### src/pch_pkg.sv
// Operation
// - Class code reads 02H, 80H, 00H
// - Read command chosen from size and cacheline
// - Cacheline size byte, read/write, resets zero
// - Latency count byte, read/write, resets zero
// - Header layout reads zero, top byte zero
// - Multi-function flag reads zero
// - Space indicator bit reads zero
// - Location type bits read 00B
// - Prefetchable flag reads zero
// - Base bits 12:4 always read zero
// - Base bits 31:13 writable, reset zero
// - All-ones write reads back size mask
// - Window decode stops when memory enable clear
// - Interrupt routing byte writable, resets zero
// - Interrupt pin byte reads 01H
// - Minimum grant byte reads 05H
// - Maximum latency byte reads 0FH
// - Memory cycles claimed only while enabled
// - Read-only writes ignored, writable bits reset zero
package pch_pkg;

  // ==========================================================================
  // Register offsets
  localparam logic [7:0] PCH_OFS_CLASS   = 8'h08;
  localparam logic [7:0] PCH_OFS_COMMAND = 8'h04;
  localparam logic [7:0] PCH_OFS_CLHDR   = 8'h0C;
  localparam logic [7:0] PCH_OFS_BASE    = 8'h10;
  localparam logic [7:0] PCH_OFS_IRQ     = 8'h3C;

  // ==========================================================================
  // Fixed field values
  localparam logic [7:0] PCH_BASE_CLASS  = 8'h02;
  localparam logic [7:0] PCH_SUB_CLASS   = 8'h80;
  localparam logic [7:0] PCH_PROG_IF     = 8'h00;
  localparam logic [6:0] PCH_HDR_LAYOUT  = 7'h00;
  localparam logic       PCH_MULTI_FUNC  = 1'b0;
  localparam logic [7:0] PCH_IRQ_PIN     = 8'h01;
  localparam logic [7:0] PCH_MIN_GRANT   = 8'h05;
  localparam logic [7:0] PCH_MAX_LAT     = 8'h0F;
  localparam logic [1:0] PCH_LOC_TYPE    = 2'h0;
  localparam logic       PCH_SPACE_IND   = 1'b0;
  localparam logic       PCH_PREFETCH    = 1'b0;

  // ==========================================================================
  // Field positions and reset values
  localparam int         PCH_BASE_LSB    = 13;
  localparam int         PCH_BASE_W      = 19;
  localparam int         PCH_MEMEN_BIT   = 1;
  localparam logic [7:0] PCH_BYTE_RST    = 8'h00;
  localparam logic [18:0] PCH_BASE_RST   = 19'h00000;

  // ==========================================================================
  // Read command encodings
  localparam logic [3:0] PCH_CMD_MR      = 4'h6;
  localparam logic [3:0] PCH_CMD_MRL     = 4'hE;
  localparam logic [3:0] PCH_CMD_MRM     = 4'hC;
  localparam logic [7:0] PCH_ONE_DWORD   = 8'h01;

  // Configuration access bundle
  typedef struct packed {
    logic        rd;
    logic        wr;
    logic [7:0]  offset;
    logic [3:0]  byte_en;
    logic [31:0] wdata;
  } pch_cfg_req_t;

endpackage : pch_pkg

### src/pch_read_cmd.sv
`timescale 1ns/1ps
// ============================================================================
// Master read command chooser
module pch_read_cmd
  import pch_pkg::*;
(
  // Request
  input  wire logic [7:0] size_in,
  input  wire logic [7:0] cacheline_words_in,
  // Result
  output logic [3:0]      cmd_out
);

  // Single dword, within a line, or longer than a line
  always_comb begin
    if (size_in == PCH_ONE_DWORD) begin
      cmd_out = PCH_CMD_MR;
    end else if (size_in <= cacheline_words_in) begin
      cmd_out = PCH_CMD_MRL;
    end else begin
      cmd_out = PCH_CMD_MRM;
    end
  end

endmodule : pch_read_cmd

### src/pch_config_regs.sv
`timescale 1ns/1ps
// ============================================================================
// Configuration header registers, cacheline/latency, base and interrupt info
module pch_config_regs
  import pch_pkg::*;
(
  // Clock and reset
  input  wire logic         clk_in,
  input  wire logic         rst_n_in,
  // Configuration access from the host bus controller
  input  wire pch_cfg_req_t cfg_in,
  output logic [31:0]       cfg_rdata_out,
  output logic              cfg_rvalid_out,
  // Target decoder side
  input  wire logic [31:0]  mem_addr_in,
  input  wire logic         mem_addr_valid_in,
  output logic              window_hit_out,
  output logic [18:0]       window_base_out,
  output logic              mem_space_enable_out,
  // Master read side
  input  wire logic [7:0]   read_size_in,
  output logic [3:0]        read_cmd_out,
  output logic [7:0]        cacheline_words_out
);

  // ==========================================================================
  // Storage
  logic [7:0]  cacheline_words;   // Line size in dwords
  logic [7:0]  latency_count;     // Latency timer in clocks
  logic [18:0] window_base_field; // Writable window base bits
  logic [7:0]  irq_route_byte;    // System routing, no effect inside
  logic        mem_space_enable;  // Command register memory enable
  logic [3:0]  next_cmd;          // Chosen read command

  // Write strobe helper, used by every register
  function automatic logic wr_hit(input pch_cfg_req_t r, input logic [7:0] ofs);
    wr_hit = r.wr && (r.offset == ofs);
  endfunction : wr_hit

  // ==========================================================================
  // Cacheline size and latency timer, byte by byte
  always_ff @(posedge clk_in) begin
    if (!rst_n_in) begin
      cacheline_words <= PCH_BYTE_RST;
      latency_count   <= PCH_BYTE_RST;
    end else if (wr_hit(cfg_in, PCH_OFS_CLHDR)) begin
      // Upper bytes are read-only, their write data is dropped
      if (cfg_in.byte_en[0]) begin
        cacheline_words <= cfg_in.wdata[7:0];
      end
      if (cfg_in.byte_en[1]) begin
        latency_count <= cfg_in.wdata[15:8];
      end
    end
  end

  // ==========================================================================
  // Window base; low 13 bits are not stored so sizing reads give 8K
  always_ff @(posedge clk_in) begin
    if (!rst_n_in) begin
      window_base_field <= PCH_BASE_RST;
    end else if (wr_hit(cfg_in, PCH_OFS_BASE)) begin
      // Byte 1 holds only bits 15:13 of the base
      if (cfg_in.byte_en[1]) begin
        window_base_field[2:0] <= cfg_in.wdata[15:13];
      end
      if (cfg_in.byte_en[2]) begin
        window_base_field[10:3] <= cfg_in.wdata[23:16];
      end
      if (cfg_in.byte_en[3]) begin
        window_base_field[18:11] <= cfg_in.wdata[31:24];
      end
    end
  end

  // ==========================================================================
  // Interrupt routing byte
  always_ff @(posedge clk_in) begin
    if (!rst_n_in) begin
      irq_route_byte <= PCH_BYTE_RST;
    end else if (wr_hit(cfg_in, PCH_OFS_IRQ) && cfg_in.byte_en[0]) begin
      irq_route_byte <= cfg_in.wdata[7:0];
    end
  end

  // ==========================================================================
  // Memory space enable of the command register; cleared at reset
  always_ff @(posedge clk_in) begin
    if (!rst_n_in) begin
      mem_space_enable <= 1'b0;
    end else if (wr_hit(cfg_in, PCH_OFS_COMMAND) && cfg_in.byte_en[0]) begin
      mem_space_enable <= cfg_in.wdata[PCH_MEMEN_BIT];
    end
  end

  // ==========================================================================
  // Read data, registered one cycle after the request
  always_ff @(posedge clk_in) begin
    if (!rst_n_in) begin
      cfg_rdata_out  <= '0;
      cfg_rvalid_out <= 1'b0;
    end else begin
      cfg_rvalid_out <= cfg_in.rd;
      cfg_rdata_out  <= '0;
      if (cfg_in.rd) begin
        unique case (cfg_in.offset)
          PCH_OFS_CLASS: begin
            // Revision byte lives elsewhere, reads zero here
            cfg_rdata_out <= {PCH_BASE_CLASS, PCH_SUB_CLASS, PCH_PROG_IF, 8'h00};
          end
          PCH_OFS_COMMAND: begin
            cfg_rdata_out <= {30'h0, mem_space_enable, 1'b0};
          end
          PCH_OFS_CLHDR: begin
            cfg_rdata_out <= {8'h00, PCH_MULTI_FUNC, PCH_HDR_LAYOUT,
                              latency_count, cacheline_words};
          end
          PCH_OFS_BASE: begin
            cfg_rdata_out <= {window_base_field, 9'h000, PCH_PREFETCH,
                              PCH_LOC_TYPE, PCH_SPACE_IND};
          end
          PCH_OFS_IRQ: begin
            cfg_rdata_out <= {PCH_MAX_LAT, PCH_MIN_GRANT, PCH_IRQ_PIN,
                              irq_route_byte};
          end
          default: begin
            // Other offsets belong to neighbouring blocks
            cfg_rdata_out <= '0;
          end
        endcase
      end
    end
  end

  // ==========================================================================
  // Window decode: claimed only while memory space is enabled
  always_ff @(posedge clk_in) begin
    if (!rst_n_in) begin
      window_hit_out <= 1'b0;
    end else begin
      window_hit_out <= mem_addr_valid_in && mem_space_enable &&
        (mem_addr_in[31:PCH_BASE_LSB] == window_base_field);
    end
  end

  // ==========================================================================
  // Master read command
  pch_read_cmd u_read_cmd (
    .size_in            (read_size_in),
    .cacheline_words_in (cacheline_words),
    .cmd_out            (next_cmd)
  );

  // Registered command for the master
  always_ff @(posedge clk_in) begin
    if (!rst_n_in) begin
      read_cmd_out <= PCH_CMD_MR;
    end else begin
      read_cmd_out <= next_cmd;
    end
  end

  // Exported configuration values
  assign window_base_out      = window_base_field;
  assign mem_space_enable_out = mem_space_enable;
  assign cacheline_words_out  = cacheline_words;

endmodule : pch_config_regs

### config.mk
export PLATFORM = sky130hd
export DESIGN_NAME = pch_config_regs
export DESIGN_NICKNAME = d
export VERILOG_FILES = /design/src/pch_pkg.sv /design/src/pch_read_cmd.sv /design/src/pch_config_regs.sv
export SDC_FILE = /design/constraint.sdc
export NUM_CORES = 1
export LEC_CHECK = 0
export ABC_CLOCK_PERIOD_IN_PS = 1570
export BUFFER_PORTS_ARGS = -buffer_cell sky130_fd_sc_hd__buf_2
export CORE_MARGIN = 2
export CORE_UTILIZATION = 42
export DETAILED_ROUTE_END_ITERATION = 6
export GPL_TIMING_DRIVEN = 0
export PLACE_DENSITY = 0.74
export SLEW_MARGIN = 30
export SYNTH_ARGS = -nofsm -noshare
export SYNTH_HDL_FRONTEND = slang
export SYNTH_SLANG_ARGS = --single-unit
export TNS_END_PERCENT = 50
### constraint.sdc
create_clock -name clk_in -period 1.57 [get_ports clk_in]
set_clock_uncertainty 0.2 [all_clocks]
set_input_delay 0.0785 -clock clk_in [delete_from_list [all_inputs] [get_ports clk_in]]
set_output_delay 0.0785 -clock clk_in [all_outputs]
set_load 0.05 [all_outputs]
==> run_results.csv, run 1 <==
group,metric,value,unit
timing,worst_pin_slew,0.6712,ns
clock_network,cts_tree,"yes",
clock_network,htree_num_levels,3,
clock_network,clk_latency,0.35,ns
synthesis,ys_ff_latch,80,
synthesis,syn_area_per_cell,9.220,µm²
clock_network,clkSinkCount,80,
timing,final.setup.worst_slack,-0.07934,ns
timing,finalCriticalPeriod,1.649,ns
clock_network,clkTransAtPathRegs,0.08,ns
synthesis,syn_nets,460,
drt,antenna_left,0,
global_routing,grtUsageTotal,0.2534,
finish,diodes,0,
synthesis,seq_area_frac_synth,0.4785,
job,cap_viol_max_count,0,
finish,final_cells,685,
drt,viasPerCell,5.155,
floorplan,die_x,93.27,µm
synthesis,netlist_instances,363,
setup_path,critPathMaxFanout,1,
status,run_status,"complete, but fails checks",
global_routing,grt_pass1_wl,16.97,mm
setup_path,slowest_stage,"or4_4",
global_routing,grt-ovfl-total,0,
floorplan,io_pins,155,
setup_path,cp_top_family,"simple AND/OR/NAND/NOR gates",
synthesis,ys_top_cells_by_area,"dfxtp_1 48%, mux2i_1 5.4%, xnor2_1 4.4%",
drt,wire_per_inst,16.48,µm
clock_network,cts_buffer_depth,2,
setup_path,startpoint,"mem_addr_in[17]",
drt,vias,3531,
power,leakagePower,2.310,nW
worst_hold_path,hold_path_class,"in2reg",
finish,final_cell_mix,"140 x buf_2, 64 x dfxtp_1, 63 x dlygate4sd3_1",
setup_path,required,1.64,ns
setup_path,cp_cell_sequence,"dlygate4sd3_1 -> buf_2 -> xnor2_1 -> nand4_1 -> or4_4 -> nor4_4",
power,power.density,737.1,nW/µm²
finish,layout_commonest_cell,"buf_2",
timing,setup_tns,-0.07934,ns
worst_hold_path,worstHoldStart,"mem_addr_in[16]",
synthesis,yosysWarnings,0,
global_routing,grt_max_degree,14,
drt,drtPass1Iterations,5,
setup_path,arrival,1.72,ns
place,placedCellCount,603,
setup_path,max_stage_delay,0.58,ns
drt,drtIter0Drc,128,
setup_path,crit_type,"in2reg",
power,total_power,3.801,mW
timing,rsz0062_at_grt,"true",
floorplan,num_rows,32,
status,violations,"negative hold slack, negative setup slack",
drt,drt_wl_total,11.29,mm
timing,holdWs,-0.0006125,ns
timing,final_max_slew_viol_count,0,
drt,drcViolationCount,0,
synthesis,ys_types,39,
timing,final-hold-violation-count,1,
place,dp_slack,-0.2888,ns
power,vdd_drop_max,0.3601,mV
finish,syn_to_final_growth,54.06,%
floorplan,dieArea,8699,µm²
global_routing,antenna_found_initial,0,
global_routing,grt_pass1_vias,3504,
synthesis,yosysTopAreaCell,"dfxtp_1",
floorplan,floorplan.initialDensity,0.4331,
clock_network,root_buffer,"clkbuf_8",
setup_path,r2r-start,"window_base_out[13]",
timing,max_freq,0.6063,GHz
setup_path,start_kind,"primary input",
finish,nets,675,
timing,max_slew_margin,0.5506,
setup_path,endpoint_kind,"flip-flop",
finish,drive_gt1_frac,0.3413,
synthesis,synth_area,3347,µm²
place,portBuffers,138,
floorplan,core_area,7727,µm²
place,place_congestion,0.8252,
timing,finalSetupViolCount,1,
place,place_hpwl,7.220,mm
floorplan,die_y,93.27,µm
timing,fin_crit_sh,1.051,
synthesis,synth_top_area_share,0.4785,
clock_network,cts_buffers,9,
setup_path,cp_num_buf_inv,2,
==> cells in the mapped netlist <==
| cell type | n |
|---|---|
| a21boi_0 | 1 |
| a21boi_1 | 1 |
| a21oi_1 | 11 |
| a22oi_1 | 10 |
| a32oi_1 | 1 |
| and2_1 | 7 |
| and3_1 | 16 |
| and4_1 | 1 |
| buf_1 | 2 |
| buf_2 | 3 |
| buf_4 | 3 |
| clkbuf_1 | 13 |
| conb_1 | 2 |
| dfxtp_1 | 80 |
| ha_1 | 8 |
| inv_1 | 9 |
| mux2i_1 | 18 |
| nand2_1 | 35 |
| nand2b_1 | 1 |
| nand3_1 | 28 |
| nand4_1 | 10 |
| nand4_2 | 2 |
| nand4b_1 | 1 |
| nor2_1 | 15 |
| nor2b_1 | 19 |
| nor3_1 | 4 |
| nor3b_4 | 1 |
| nor4_1 | 3 |
| nor4_4 | 2 |
| nor4bb_1 | 1 |
| o211ai_1 | 2 |
| o21ai_0 | 29 |
| o21ai_1 | 1 |
| o21ba_2 | 1 |
| o221ai_1 | 1 |
| or3_1 | 1 |
| or4_1 | 1 |
| xnor2_1 | 17 |
| xor2_1 | 2 |
==> cell families (layout without fill, tap and decap cells) <==
logic type,after synthesis,after routing,synth area share
AND/OR/NAND/NOR,148,148,0.2467
other,2,2,0.002244
AO/OA/AOI/OAI,58,58,0.1009
XOR/XNOR,19,19,0.04972
flip-flops,80,80,0.4785
buffers and inverters,30,250,0.03813
adder cells (fa/ha/maj),8,8,0.02991
multiplexers,18,18,0.05383
==> power by group <==
group	total [mW]	switching [mW]	internal, mW
combinational	0.487	0.233	0.254
clock	1.30	0.727	0.568
sequential	2.02	0.00170	2.02
==> sequential cells by signal, indices dropped and copies added, names as in the netlist <==
signal and cells:
window_base_out 19, read_cmd_out 2, latency_count 8, irq_route_byte 8, cfg_rvalid_out 1, window_hit_out 1
cacheline_words_out 8, mem_space_enable_out 1, cfg_rdata_out 32
==> layout make-up <==
cell class,count,area [µm²]
fill,594,2571
timing repair buffer,204,1344
sequential,80,1644
multi-input combinational,253,1752
buffer,21,97.59
inverter,9,33.78
tap,102,127.6
clock buffer,12,135.1
clock inverter,4,22.52
==> per-stage QoR <==
stage               instance area [µm²]  utilization
CTS                                5030       0.6509
global route                       5156       0.6673
global placement                   4208       0.5445
detailed placement                 4208       0.5445
finish                             5156       0.6673
floorplan                          3390            -
==> per-layer routing <==
metal	wire length, µm	GRT usage	vias up
met4	425	0.1250	0
met1	4655	0.3045	1645
met5	0	0	-
li1	-	-	1696
met2	5577	0.4287	151
met3	628	0.05318	39
==> worst register-to-register path, delay by kind of cell (launching register included) <==
family,cells,cell delay [ns]
simple gates,3,0.83
xor+xnor,1,0.14
flops,1,0.37
==> final timing paths <==
kind / to / slack (ns) / depth (start not counted)
worst max-delay path: window_hit_out / -0.08 / 6
worst min-delay path: window_hit_out / -0.0006 / 4
worst max register to register: window_hit_out / -0.04 / 4
worst min register to register: latency_count[4] / 0.27 / 2
==> timing repair <==
| action | 4_1_cts | 5_1_grt |
|---|---|---|
| endpoints found under the setup margin | 1 | 13 |
| endpoints found under the hold margin | 49 | 1 |
| buffers inserted | 0 | 3 |
| pin swaps | 3 | 5 |
| hold buffers | 62 | 1 |
| gates resized for setup | 6 | 16 |
Power figures use the tool's default switching activity.
==> run 2: changes to the inputs <==
--- a/config.mk
+++ b/config.mk
@@ -9,11 +9,14 @@
 export BUFFER_PORTS_ARGS = -buffer_cell sky130_fd_sc_hd__buf_2
 export CORE_MARGIN = 2
 export CORE_UTILIZATION = 42
+export CTS_CLUSTER_SIZE = 25
 export DETAILED_ROUTE_END_ITERATION = 6
 export GPL_TIMING_DRIVEN = 0
 export PLACE_DENSITY = 0.74
+export SKIP_LAST_GASP = 1
 export SLEW_MARGIN = 30
 export SYNTH_ARGS = -nofsm -noshare
 export SYNTH_HDL_FRONTEND = slang
+export SYNTH_HIERARCHICAL = 1
 export SYNTH_SLANG_ARGS = --single-unit
 export TNS_END_PERCENT = 50
==> run_results.csv, run 2 <==
group,metric,value,unit
global_routing,grtUsageTotal,0.2564,
drt,wire_per_inst,16.68,µm
synthesis,netlist_instances,360,
timing,final.setup.worst_slack,-0.07334,ns
place,portBuffers,139,
timing,final_max_slew_viol_count,0,
synthesis,ys_ff_latch,82,
finish,nets,676,
global_routing,grt-ovfl-total,0,
timing,max_freq,0.6085,GHz
finish,fillers,638,
timing,finalSetupViolCount,2,
synthesis,yosysWarnings,6,
timing,rsz0062_at_grt,"true",
setup_path,crit_type,"reg2reg",
global_routing,grt_pass1_vias,3631,
finish,largest-register,"cfg_rdata_out",
synthesis,ys_top_cells_by_count,"82 x dfxtp_1, 38 x nand2_1, 22 x o21ai_0",
drt,drt_wl_total,11.44,mm
setup_path,critPathMaxFanout,2,
finish,fin_area,5270,µm²
setup_path,required,1.65,ns
place,place_congestion,0.8674,
floorplan,die_y,94.40,µm
finish,drive_gt1_frac,0.3510,
synthesis,synth.most_common_cell,"dfxtp_1",
synthesis,synth_edf_count,0,
drt,vias,3562,
drt,drtIter0Drc,134,
setup_path,r2r-start,"cacheline_words_out[1]",
floorplan,core_area,7807,µm²
drt,viasPerCell,5.192,
place,place_hpwl,7.598,mm
synthesis,seq_area_frac_synth,0.4783,
floorplan,io_pins,155,
clock_network,cts_tree,"yes",
drt,drtPass1Iterations,5,
setup_path,ff2ff_path_depth,7,
global_routing,grt_max_degree,14,
synthesis,synth_flop_cell,"dfxtp_1",
synthesis,yosysTopAreaCell,"dfxtp_1",
power,leakagePower,2.232,nW
timing,setup_tns,-0.1360,ns
clock_network,root_buffer,"clkbuf_8",
worst_hold_path,worstHoldStart,"mem_addr_in[31]",
finish,diodes,0,
synthesis,syn_nets,457,
synthesis,synth_area,3432,µm²
power,power.density,805.9,nW/µm²
floorplan,die_x,94.40,µm
finish,syn_to_final_growth,53.55,%
worst_hold_path,hold_path_class,"in2reg",
clock_network,clkTransAtPathRegs,0.08,ns
clock_network,htree_num_levels,3,
finish,largest_reg_flops,32,
finish,final_cell_mix,"140 x buf_2, 66 x dfxtp_1, 61 x dlygate4sd3_1",
clock_network,cts_buffers,9,
clock_network,postCtsHoldBufs,61,
floorplan,floorplan.initialDensity,0.4396,
global_routing,grt_pass1_wl,17.42,mm
timing,holdWs,-0.04691,ns
drt,antenna_left,0,
place,place_area,4317,µm²
setup_path,startpoint,"cacheline_words_out[1]",
power,vdd_drop_max,0.5832,mV
synthesis,async_flop_share,0,
timing,final-hold-violation-count,5,
timing,fin_crit_sh,1.047,
clock_network,cts_buffer_depth,2,
drt,drcViolationCount,0,
status,run_status,"complete, but fails checks",
synthesis,ys_types,47,
clock_network,clkSinkCount,82,
job,cap_viol_max_count,0,
floorplan,dieArea,8910,µm²
finish,layout_commonest_cell,"buf_2",
worst_hold_path,min_path_cells,5,
timing,worst_pin_slew,0.6114,ns
timing,finalCriticalPeriod,1.643,ns
status,violations,"negative hold slack, negative setup slack",
setup_path,endpoint_kind,"flip-flop",
floorplan,num_rows,32,
setup_path,start_kind,"flip-flop",
timing,max_slew_margin,0.5893,
setup_path,arrival,1.73,ns
synthesis,synth_top_area_share,0.4783,
synthesis,syn_area_per_cell,9.533,µm²
clock_network,clk_latency,0.34,ns
global_routing,antenna_found_initial,0,
synthesis,ys_top_cells_by_area,"dfxtp_1 48%, mux2i_1 6.1%, xnor2_1 4.3%",
==> run 2: cells by family after synthesis <==
| kind of cell | Yosys count | share of synthesized area |
|---|---|---|
| DFF | 82 | 0.4783 |
| xor gates and xnor gates | 20 | 0.05104 |
| buffers and inverters | 26 | 0.03354 |
| muxes | 21 | 0.06125 |
| AOI/OAI and AO/OA | 60 | 0.1116 |
| adders and majority gates | 8 | 0.02917 |
| and+or+nand+nor | 141 | 0.2330 |
| other | 2 | 0.002188 |
==> run 2: critical path: stages, from the launching register on <==
cell      delay [ns]
dfxtp_4         0.35
inv_2           0.06
ha_4            0.19
nor2b_1         0.12
o211ai_1        0.21
a21oi_2         0.08
o31ai_2         0.23
nand2b_1        0.14
==> run 2: final timing paths <==
kind | end | slack (ns)
worst min register to register | cfg_rdata_out[8] | 0.28
worst max register to register | read_cmd_out[1] | -0.07
worst min-delay path | window_hit_out | -0.05
worst max-delay path | read_cmd_out[1] | -0.07
==> run 2: metrics by stage <==
stage          instances  hold WS [ns]    util  total power, mW  worst slack, ns
5_1_grt              686      -0.05292  0.6750            4.381          -0.1355
6_report             686      -0.04691  0.6750            4.247         -0.07334
2_1_floorplan        360      0.009774       -            2.292          -0.1371
3_5_place_dp         601        0.1323  0.5529            2.455          -0.4060
4_1_cts              683      -0.05994  0.6686            4.239         -0.06528
3_3_place_gp         601        0.1259  0.5529            2.447          -0.3388
==> run 2: report_power, final <==
| group | internal, mW | switching (mW) | total [mW] |
|---|---|---|---|
| registers | 2.08 | 0.00241 | 2.08 |
| clock network | 0.947 | 0.748 | 1.69 |
| logic | 0.249 | 0.223 | 0.472 |
==> run 2: cell type report <==
type | count | area [µm²] | share of cell area
Timing Repair Buffer | 208 | 1366 | 0.2593
Multi-Input combinational cell | 252 | 1742 | 0.3305
Buffer | 17 | 92.59 | 0.01757
Tap cell | 102 | 127.6 | 0.02422
Clock buffer | 14 | 226.5 | 0.04297
Clock inverter | 2 | 10.01 | 0.001899
Sequential cell | 82 | 1672 | 0.3172
Inverter | 9 | 33.78 | 0.006410
==> run 2: timing repair <==
item	in CTS	in global routing
endpoints found under the hold margin	58	3
endpoints found under the setup margin	12	45
pin swaps	5	1
buffers inserted	5	3
resized for setup	3	3
==> run 2: per-layer routing <==
| metal | track usage | wire length (µm) | up-vias |
|---|---|---|---|
| met3 | 0.06385 | 833 | 40 |
| met4 | 0.1135 | 393 | 0 |
| met2 | 0.4512 | 5724 | 163 |
| li1 | - | - | 1683 |
| met5 | 0 | 0 | - |
| met1 | 0.2942 | 4488 | 1676 |
